$ cat src/hdl/ssp_pkg.sv
package ssp_pkg;
  // =====================================================
  // Register addresses and control reset value
  localparam logic [4:0] ADDR_STEP_CURRENT = 5'h01;
  localparam logic [4:0] ADDR_MOTION_PWM   = 5'h02;
  localparam logic [4:0] ADDR_ENABLE_SLEEP = 5'h03;
  localparam logic [4:0] ADDR_STATUS0      = 5'h04;
  localparam logic [4:0] ADDR_STATUS1      = 5'h05;
  localparam logic [4:0] ADDR_STATUS2      = 5'h06;
  localparam logic [4:0] ADDR_STATUS3      = 5'h07;
  localparam logic [7:0] CTRL_RESET        = 8'h00;
  // =====================================================
  // Commands and framing
  localparam logic [2:0] CMD_READ          = 3'h0;
  localparam logic [2:0] CMD_WRITE         = 3'h4;
  localparam logic [4:0] WRITE_BITS        = 5'h10;
  localparam logic [2:0] LAST_BIT          = 3'h7;
  // =====================================================
  // Field positions
  localparam int STEP_RES_HI  = 7;
  localparam int STEP_RES_LO  = 5;
  localparam int CUR_HI       = 4;
  localparam int CUR_LO       = 0;
  localparam int DIRINV_BIT   = 7;
  localparam int STEP_EDGE_BIT = 6;
  localparam int PWM_DBL_BIT  = 3;
  localparam int PWM_JIT_BIT  = 2;
  localparam int SLOPE_HI     = 1;
  localparam int SLOPE_LO     = 0;
  localparam int DRV_EN_BIT   = 7;
  localparam int SLEEP_BIT    = 6;
  localparam int LA_GAIN_BIT  = 5;
  localparam int LA_TRANS_BIT = 4;
  localparam int PAR_BIT      = 7;
  // =====================================================
  // Step resolution codes
  typedef enum logic [2:0] {
    SSP_RES_32   = 3'b000,
    SSP_RES_16   = 3'b001,
    SSP_RES_8    = 3'b010,
    SSP_RES_4    = 3'b011,
    SSP_HALF_CMP = 3'b100,
    SSP_HALF_UNC = 3'b101,
    SSP_FULL     = 3'b110,
    SSP_RES_NA   = 3'b111
  } ssp_res_e;
  // Slope codes
  typedef enum logic [1:0] {
    SSP_SLOPE_VFAST = 2'b00,
    SSP_SLOPE_FAST  = 2'b01,
    SSP_SLOPE_SLOW  = 2'b10,
    SSP_SLOPE_VSLOW = 2'b11
  } ssp_slope_e;
endpackage

$ cat src/hdl/ssp_spi_regs.sv
`timescale 1ns/100ps
module ssp_spi_regs (
  // Clock and reset
  input  wire logic       clk_i,
  input  wire logic       rst_n_i,
  // SPI pins
  input  wire logic       spi_clk_i,
  input  wire logic       spi_cs_n_i,
  input  wire logic       serial_in_i,
  output logic            spi_do_o,
  output logic            spi_do_oe_n_o,
  // Status sources from the core
  input  wire logic [6:0] status0_i,
  input  wire logic [6:0] status1_set_i,
  input  wire logic [6:0] status2_set_i,
  input  wire logic [6:0] step_position_i,
  // Motion inputs
  input  wire logic       dir_i,
  input  wire logic       step_input_i,
  // Control outputs
  output logic [2:0]      step_resolution_o,
  output logic [4:0]      current_amplitude_index_o,
  output logic            clockwise_o,
  output logic            step_pulse_o,
  output logic            pwm_double_o,
  output logic            pwm_jitter_o,
  output logic [1:0]      slope_select_o,
  output logic            driver_enable_o,
  output logic            sleep_o,
  output logic            load_angle_gain_quarter_o,
  output logic            load_angle_output_transparent_o,
  output logic            error_n_o
);

  // =====================================================
  // Pin synchronisers
  // Three stages; a change counts when stages two and three agree
  logic [2:0] sclk_s;
  logic [2:0] cs_s;
  logic [2:0] din_s;
  logic [2:0] dir_s;
  logic [2:0] step_s;
  logic       sclk_q;
  logic       cs_q;
  logic       din_q;
  logic       step_q;

  // Sample all pins
  always_ff @(posedge clk_i) begin
    if (!rst_n_i) begin
      sclk_s <= 3'h0;
      cs_s   <= 3'h7;
      din_s  <= 3'h0;
      dir_s  <= 3'h0;
      step_s <= 3'h0;
    end else begin
      sclk_s <= {sclk_s[1:0], spi_clk_i};
      cs_s   <= {cs_s[1:0], spi_cs_n_i};
      din_s  <= {din_s[1:0], serial_in_i};
      dir_s  <= {dir_s[1:0], dir_i};
      step_s <= {step_s[1:0], step_input_i};
    end
  end

  // Filtered levels follow only when stages agree
  always_ff @(posedge clk_i) begin
    if (!rst_n_i) begin
      sclk_q <= 1'b0;
      cs_q   <= 1'b1;
      din_q  <= 1'b0;
      step_q <= 1'b0;
    end else begin
      if (sclk_s[1] == sclk_s[2]) sclk_q <= sclk_s[2];
      if (cs_s[1] == cs_s[2]) cs_q <= cs_s[2];
      if (din_s[1] == din_s[2]) din_q <= din_s[2];
      if (step_s[1] == step_s[2]) step_q <= step_s[2];
    end
  end

  logic sclk_rise;
  logic sclk_fall;
  logic cs_rise;
  logic step_rise;
  logic step_fall;
  assign sclk_rise = !cs_q && !sclk_q && (sclk_s[1] == sclk_s[2]) && sclk_s[2];
  assign sclk_fall = !cs_q && sclk_q && (sclk_s[1] == sclk_s[2]) && !sclk_s[2];
  assign cs_rise   = !cs_q && (cs_s[1] == cs_s[2]) && cs_s[2];
  assign step_rise = !step_q && (step_s[1] == step_s[2]) && step_s[2];
  assign step_fall = step_q && (step_s[1] == step_s[2]) && !step_s[2];

  // =====================================================
  // Register bank
  logic [7:0] step_current_control;
  logic [7:0] motion_pwm_control;
  logic [7:0] enable_sleep_angle_control;
  logic [6:0] status1;
  logic [6:0] status2;
  logic [6:0] status0_snap;
  logic [6:0] position_snap;

  // Local copies of the map, declared before the read mux uses them
  localparam logic [4:0] ADDR_STEP_CURRENT_L = ssp_pkg::ADDR_STEP_CURRENT;
  localparam logic [4:0] ADDR_MOTION_PWM_L   = ssp_pkg::ADDR_MOTION_PWM;
  localparam logic [4:0] ADDR_ENABLE_SLEEP_L = ssp_pkg::ADDR_ENABLE_SLEEP;
  localparam logic [4:0] ADDR_STATUS0_L      = ssp_pkg::ADDR_STATUS0;
  localparam logic [4:0] ADDR_STATUS1_L      = ssp_pkg::ADDR_STATUS1;
  localparam logic [4:0] ADDR_STATUS2_L      = ssp_pkg::ADDR_STATUS2;
  localparam logic [4:0] ADDR_STATUS3_L      = ssp_pkg::ADDR_STATUS3;

  // Parity of seven data bits
  function automatic logic [7:0] with_parity(input logic [6:0] d);
    with_parity = {^d, d};
  endfunction

  // Read mux; unmapped addresses return zero
  function automatic logic [7:0] read_reg(input logic [4:0] a);
    case (a)
      ADDR_STEP_CURRENT_L: read_reg = step_current_control;
      ADDR_MOTION_PWM_L:   read_reg = motion_pwm_control;
      ADDR_ENABLE_SLEEP_L: read_reg = enable_sleep_angle_control;
      ADDR_STATUS0_L:      read_reg = with_parity(status0_snap);
      ADDR_STATUS1_L:      read_reg = with_parity(status1);
      ADDR_STATUS2_L:      read_reg = with_parity(status2);
      ADDR_STATUS3_L:      read_reg = with_parity(position_snap);
      default:             read_reg = 8'h00;
    endcase
  endfunction

  // =====================================================
  // Serial engine
  logic [2:0] bit_cnt;
  logic [4:0] frame_bits;
  logic [6:0] shift_in;
  logic [7:0] shift_out;
  logic [4:0] last_addr;
  logic [7:0] first_byte;
  logic [7:0] wr_data;
  logic       clr_s1;
  logic       clr_s2;
  logic [7:0] rx_byte;
  logic       byte_done;

  assign rx_byte   = {shift_in, din_q};
  assign byte_done = sclk_fall && (bit_cnt == ssp_pkg::LAST_BIT);

  // Frame counting and input shifting on rising edges, bit counting on falling edges
  always_ff @(posedge clk_i) begin
    if (!rst_n_i || cs_q) begin
      bit_cnt    <= 3'h0;
      frame_bits <= 5'h00;
      shift_in   <= 7'h00;
    end else if (sclk_rise) begin
      shift_in <= {shift_in[5:0], din_q};
      if (frame_bits != 5'h1F) frame_bits <= frame_bits + 5'h01;
    end else if (sclk_fall) begin
      bit_cnt <= bit_cnt + 3'h1;
    end
  end

  // Latch the received bytes at the eighth falling edge
  logic [7:0] held_byte;
  always_ff @(posedge clk_i) begin
    if (!rst_n_i) begin
      held_byte  <= 8'h00;
      first_byte <= 8'h00;
      wr_data    <= 8'h00;
    end else if (sclk_rise && bit_cnt == ssp_pkg::LAST_BIT) begin
      held_byte <= rx_byte;
    end else if (byte_done) begin
      if (frame_bits == 5'h08) first_byte <= held_byte;
      if (frame_bits == ssp_pkg::WRITE_BITS) wr_data <= held_byte;
    end
  end

  // Output shifter; last address holds across frames
  always_ff @(posedge clk_i) begin
    if (!rst_n_i) begin
      shift_out <= 8'h00;
      last_addr <= 5'h00;
      clr_s1    <= 1'b0;
      clr_s2    <= 1'b0;
    end else if (byte_done) begin
      if (frame_bits == ssp_pkg::WRITE_BITS && first_byte[7:5] == ssp_pkg::CMD_WRITE) begin
        // Data byte of a write is no command: repeat the old content, keep the address
        shift_out <= read_reg(last_addr);
      end else begin
        // Every other byte is a command: load its register and adopt its address
        shift_out <= read_reg(held_byte[4:0]);
        last_addr <= held_byte[4:0];
        clr_s1    <= clr_s1 || (held_byte[7:5] == ssp_pkg::CMD_READ && held_byte[4:0] == ADDR_STATUS1_L);
        clr_s2    <= clr_s2 || (held_byte[7:5] == ssp_pkg::CMD_READ && held_byte[4:0] == ADDR_STATUS2_L);
      end
    end else if (sclk_fall) begin
      shift_out <= {shift_out[6:0], 1'b0};
    end else if (cs_q) begin
      clr_s1 <= 1'b0;
      clr_s2 <= 1'b0;
    end
  end

  // Drive data only while selected; open drain style release
  always_ff @(posedge clk_i) begin
    if (!rst_n_i) begin
      spi_do_o      <= 1'b1;
      spi_do_oe_n_o <= 1'b1;
    end else begin
      spi_do_o      <= shift_out[7];
      spi_do_oe_n_o <= cs_q;
    end
  end

  // =====================================================
  // Control register commit at deselect
  // Write lands only after the old value already left the shifter
  always_ff @(posedge clk_i) begin
    if (!rst_n_i) begin
      step_current_control       <= ssp_pkg::CTRL_RESET;
      motion_pwm_control         <= ssp_pkg::CTRL_RESET;
      enable_sleep_angle_control <= ssp_pkg::CTRL_RESET;
    end else if (cs_rise && frame_bits == ssp_pkg::WRITE_BITS &&
                 first_byte[7:5] == ssp_pkg::CMD_WRITE) begin
      case (first_byte[4:0])
        ADDR_STEP_CURRENT_L: step_current_control       <= wr_data;
        ADDR_MOTION_PWM_L:   motion_pwm_control         <= wr_data;
        ADDR_ENABLE_SLEEP_L: enable_sleep_angle_control <= wr_data;
        default:             ;
      endcase
    end
  end

  // =====================================================
  // Status latching, frozen during transfers
  // A set present only while selected is lost; the read clear is applied before new sets
  always_ff @(posedge clk_i) begin
    if (!rst_n_i) begin
      status1       <= 7'h00;
      status2       <= 7'h00;
      status0_snap  <= 7'h00;
      position_snap <= 7'h00;
      error_n_o     <= 1'b1;
    end else if (cs_q) begin
      status1       <= (clr_s1 ? 7'h00 : status1) | status1_set_i;
      status2       <= (clr_s2 ? 7'h00 : status2) | status2_set_i;
      status0_snap  <= status0_i;
      position_snap <= step_position_i;
      error_n_o     <= !(|status0_i[5:0] || |((clr_s1 ? 7'h00 : status1) | status1_set_i)
                         || |((clr_s2 ? 7'h00 : status2) | status2_set_i));
    end
  end

  // =====================================================
  // Decoded control fields
  always_ff @(posedge clk_i) begin
    if (!rst_n_i) begin
      step_pulse_o <= 1'b0;
      clockwise_o  <= 1'b1;
    end else begin
      // Step and direction ignored in sleep
      step_pulse_o <= !enable_sleep_angle_control[ssp_pkg::SLEEP_BIT] &&
                      (motion_pwm_control[ssp_pkg::STEP_EDGE_BIT] ? step_fall : step_rise);
      if (dir_s[1] == dir_s[2] && !enable_sleep_angle_control[ssp_pkg::SLEEP_BIT])
        clockwise_o <= (dir_s[2] == motion_pwm_control[ssp_pkg::DIRINV_BIT]);
    end
  end

  assign step_resolution_o = step_current_control[ssp_pkg::STEP_RES_HI:ssp_pkg::STEP_RES_LO];
  assign current_amplitude_index_o = step_current_control[ssp_pkg::CUR_HI:ssp_pkg::CUR_LO];
  assign pwm_double_o = motion_pwm_control[ssp_pkg::PWM_DBL_BIT];
  assign pwm_jitter_o = motion_pwm_control[ssp_pkg::PWM_JIT_BIT];
  assign slope_select_o = motion_pwm_control[ssp_pkg::SLOPE_HI:ssp_pkg::SLOPE_LO];
  assign driver_enable_o = enable_sleep_angle_control[ssp_pkg::DRV_EN_BIT] &&
                           !enable_sleep_angle_control[ssp_pkg::SLEEP_BIT];
  assign sleep_o = enable_sleep_angle_control[ssp_pkg::SLEEP_BIT];
  assign load_angle_gain_quarter_o = enable_sleep_angle_control[ssp_pkg::LA_GAIN_BIT];
  assign load_angle_output_transparent_o = enable_sleep_angle_control[ssp_pkg::LA_TRANS_BIT];

endmodule

$ cat config.mk
export PLATFORM = sky130hd
export DESIGN_NAME = ssp_spi_regs
export DESIGN_NICKNAME = d
export VERILOG_FILES = /design/src/hdl/ssp_pkg.sv /design/src/hdl/ssp_spi_regs.sv
export SDC_FILE = /design/constraint.sdc
export NUM_CORES = 1
export LEC_CHECK = 0
export ABC_AREA = 1
export BUFFER_PORTS_ARGS = -buffer_cell sky130_fd_sc_hd__buf_2
export CORE_UTILIZATION = 59
export CTS_CLUSTER_DIAMETER = 100
export DETAILED_ROUTE_END_ITERATION = 6
export PLACE_DENSITY = 0.86
export SKIP_LAST_GASP = 1
export SLEW_MARGIN = 20
export SYNTH_ARGS = -nofsm -noshare
export SYNTH_HDL_FRONTEND = slang
export SYNTH_SLANG_ARGS = --single-unit
export TNS_END_PERCENT = 100
$ cat constraint.sdc
create_clock -name clk_i -period 1.95 [get_ports clk_i]
set_clock_uncertainty 0.05 [all_clocks]
set_input_delay 0.195 -clock clk_i [delete_from_list [all_inputs] [get_ports clk_i]]
set_output_delay 0.195 -clock clk_i [all_outputs]
set_load 0.01 [all_outputs]
==> results.py <==
metrics = {
    "grt": {
        "grt_pass1_wl_mm": 28.10,
        "antenna_found_initial": 0,
        "grtUsageTotal": 0.3264,
        "grt_pass1_vias": 5931,
        "grt_max_degree": 77,
        "gr-total-overflow": 0,
    },
    "power_and_ir_drop": {
        "power_frac_seq": 0.445,
        "clkPwrFrac": 0.497,
        "power.density_nw_per_um2": 805.6,
        "ir_worst_vdd_mv": 1.174,
        "switchingPower_mw": 1.485,
        "power_leakage_nw": 3.285,
        "power_frac_comb": 0.058,
        "swShare": 0.2386,
        "p_int_mw": 4.741,
        "power.total_mw": 6.226,
    },
    "routing": {
        "ant_nets": 0,
        "dr.first_iter.drc_count": 547,
        "vias_per_cell": 5.675,
        "dr_total_vias": 6367,
        "drt-total-wl_mm": 17.60,
        "firstDrtPassIters": 5,
        "drt-wirelength-per-cell_um": 15.68,
        "post-route-drc-count": 0,
    },
    "setup_path": {
        "path_class": "reg2reg",
        "cpMaxStageDelayCell": "dfxtp_2",
        "start_kind": "flop",
        "worstPathArrival_ns": 2.35,
        "critPathBufInv": 3,
        "cp_cell_sequence": "inv_2, ha_4, inv_2, nor2_4, nand3_2, nor2_4, nand4_4, nor3_4, buf_12, o21ai_0, a21oi_1",
        "cpLargestDelayFamily": "simple AND/OR/NAND/NOR gates",
        "worstPathMaxFanout": 8,
        "worstPathRequired_ns": 2.36,
        "cp-end-kind": "flop",
        "crit_path_max_incr_delay_ns": 0.33,
    },
    "logic_synthesis": {
        "synth_nets": 907,
        "synth_compound_area_frac": 0.2122,
        "synth_mux_area_frac": 0,
        "synth_cells": 867,
        "synthXorXnorAreaFrac": 0.007095,
        "yosys.area_share.simple": 0.2410,
        "yosys_register_bits": 130,
        "netlist_area_um2": 6172,
        "ys_seq_area_frac": 0.4217,
        "ys_types": 42,
        "synth_top_family_by_area": "simple AND/OR/NAND/NOR gates",
        "synth_warnings": 0,
        "synth_fa_ha_area_frac": 0.01176,
        "synth.avg_cell_area_um2": 7.119,
    },
    "floorplanning": {
        "coreArea_um2": 9955,
        "fp-row-count": 36,
        "start_util": 0.6200,
        "dieArea_um2": 10870,
        "io_pins": 56,
        "die_h_um": 104.3,
        "die_x_um": 104.3,
    },
    "cts": {
        "cts_tree": "built",
        "cts_max_path_buffers": 2,
        "clk-insertion-delay-late_ns": 0.53,
        "cts_root_buffer": "clkbuf_8",
        "cts_buffers": 17,
        "h-tree-depth": 4,
        "cts_num_sinks": 130,
        "cts.reportedPaths.clkPinSlew_ns": 0.06,
    },
    "timing": {
        "finalSetupViolCount": 0,
        "tightest_slew_ns": 0.4387,
        "period_needed_ns": 1.943,
        "slew_viol_final": 0,
        "finalCritPeriodShare": 0.9962,
        "tns_ns": 0,
        "hold_viol_final": 0,
        "max_slew_margin": 0.7048,
        "grt_setup_unrepaired": "true",
        "fmaxAchievable_mhz": 514.8,
    },
    "placement": {
        "numPortBuffers": 55,
        "globalplace.congestion": 0.9704,
        "hpwlAfterDp_mm": 11.69,
    },
    "cells_and_area": {
        "fin_nets": 1016,
        "drive_above_1_share": 0.1608,
        "num_antenna_cells": 0,
        "fillers": 744,
        "syn2layout_area_growth_pct": 25.22,
    },
    "min_path": {
        "hp-class": "in2reg",
    },
    "run": {
        "maxCapViolations": 0,
    },
    "run_status": {
        "status": "finished clean",
    },
}
tightest hold or removal path, cell delays in order:
cell,delay (ns)
dlygate4sd3_1,0.52
buf_2,0.09
or2_2,0.09
cells in the final DEF (no fill, tap or decap), types with 3 or more instances in the layout:
| cell | netlist | final |
|---|---|---|
| o22ai_1 | 40 | 40 |
| nand3_1 | 49 | 47 |
| inv_2 | 6 | 8 |
| or2_2 | 4 | 4 |
| dfxtp_2 | 0 | 3 |
| dlygate4sd3_1 | 0 | 35 |
| o21ai_1 | 6 | 8 |
| inv_6 | 0 | 4 |
| clkinv_4 | 0 | 3 |
| buf_12 | 0 | 4 |
| nand2_2 | 1 | 3 |
| nand2_1 | 166 | 164 |
| nand3_2 | 2 | 4 |
| o31ai_1 | 7 | 7 |
| nor4_1 | 3 | 3 |
| buf_4 | 2 | 21 |
| o21ai_0 | 83 | 81 |
| nand4_1 | 10 | 10 |
| ha_1 | 5 | 4 |
| nor2_1 | 57 | 56 |
| a211oi_1 | 3 | 3 |
| clkinvlp_4 | 0 | 5 |
| nor3_4 | 5 | 5 |
| xor2_1 | 3 | 3 |
| nor2_4 | 3 | 3 |
| clkbuf_16 | 0 | 17 |
| dfxtp_1 | 130 | 127 |
| buf_2 | 5 | 56 |
| a21oi_1 | 98 | 98 |
| nor2_2 | 4 | 5 |
| nor3_1 | 5 | 5 |
| inv_1 | 128 | 124 |
power groups by stage:
stage | clock (mW) | combinational, mW | sequential, mW
floorplan | 0 | 0.211 | 2.81
global route | 3.25 | 0.405 | 2.78
finish | 3.09 | 0.363 | 2.77
global placement | 0 | 0.289 | 2.82
CTS | 3.12 | 0.354 | 2.77
detailed placement | 0 | 0.297 | 2.82
final cells by class:
| type | count | area, um^2 | share of cell area |
|---|---|---|---|
| Inverter | 136 | 520.5 | 0.06735 |
| Timing Repair Buffer | 118 | 904.6 | 0.1170 |
| Clock inverter | 14 | 153.9 | 0.01991 |
| Multi-Input combinational cell | 572 | 2944 | 0.3809 |
| Tap cell | 133 | 166.4 | 0.02153 |
| Sequential cell | 130 | 2606 | 0.3372 |
| Timing Repair inverter | 1 | 5.005 | 0.0006476 |
| Clock buffer | 18 | 427.9 | 0.05537 |
cells by family (layout without fill, tap and decap cells):
family / Yosys count / after routing
AND/OR/NAND/NOR: 318 / 318
AO/OA/AOI/OAI: 243 / 243
buffers and inverters: 165 / 287
flip-flops: 130 / 130
adder cells (fa/ha/maj): 6 / 6
XOR/XNOR: 5 / 5
flip-flops by register name, summed over array words and instances, names as in the netlist, 8 cells and up:
name	count
shift_out	8
step_current_control	8
enable_sleep_angle_control	8
held_byte	8
wr_data	8
first_byte	8
motion_pwm_control	8
final timing paths:
kind / from / end / slack [ns] / cells past startpoint
max reg2reg: frame_bits[0] / enable_sleep_angle_control[3] / 0.007 / 11
max: frame_bits[0] / enable_sleep_angle_control[3] / 0.007 / 11
min: spi_cs_n_i / cs_s[0] / 0.35 / 3
min reg2reg: step_s[0] / step_s[1] / 0.36 / 2
cell usage after synthesis, drive strengths merged:
cell	n	share of area
a211oi	3	0.0036
a21oi	98	0.079
a31oi	1	0.0010
buf	13	0.014
clkbuf	16	0.0097
clkinv	2	0.0012
dfxtp	130	0.42
ha	5	0.010
inv	134	0.081
maj3	1	0.0016
nand2	167	0.10
nand3	51	0.043
nand3b	2	0.0024
nand4	12	0.017
nor2	64	0.044
nor3	11	0.019
nor3b	3	0.0055
nor4	3	0.0030
o2111ai	1	0.0014
o21ai	89	0.072
o21bai	1	0.0012
o221ai	2	0.0028
o22a	1	0.0014
o22ai	40	0.041
o31ai	7	0.0085
or2	5	0.0051
xnor2	2	0.0028
xor2	3	0.0043
per-layer routing:
| metal | track usage | vias to the layer above | wire length [um] |
|---|---|---|---|
| li1 | - | 3093 | - |
| met1 | 0.3647 | 2883 | 6930 |
| met2 | 0.5563 | 316 | 8498 |
| met3 | 0.09023 | 75 | 1359 |
| met4 | 0.1857 | 0 | 810 |
| met5 | 0 | - | 0 |
metrics by stage:
stage                     instances  area [um^2]  hold WS, ns  worst slack (ns)    util
final                          1122         7729       0.3456          0.007448  0.7764
after global routing           1122         7729       0.3319          -0.06377  0.7764
after CTS                      1111         7586       0.3132           0.02707  0.7621
after detailed placement       1044         6654       0.3318           0.04657  0.6684
after global placement         1044         6654       0.3246            0.1096  0.6684
after floorplan                 867         6172       0.2426            0.2661       -
repair_timing:
| action | 4_1_cts | 5_1_grt |
|---|---|---|
| endpoints found under the hold margin | 36 | 0 |
| resized for setup | 0 | 19 |
| endpoints found under the setup margin | 0 | 27 |
| buffers inserted | 0 | 8 |
| hold buffers | 35 | 0 |
No activity file was read; power rests on OpenSTA's default activity.
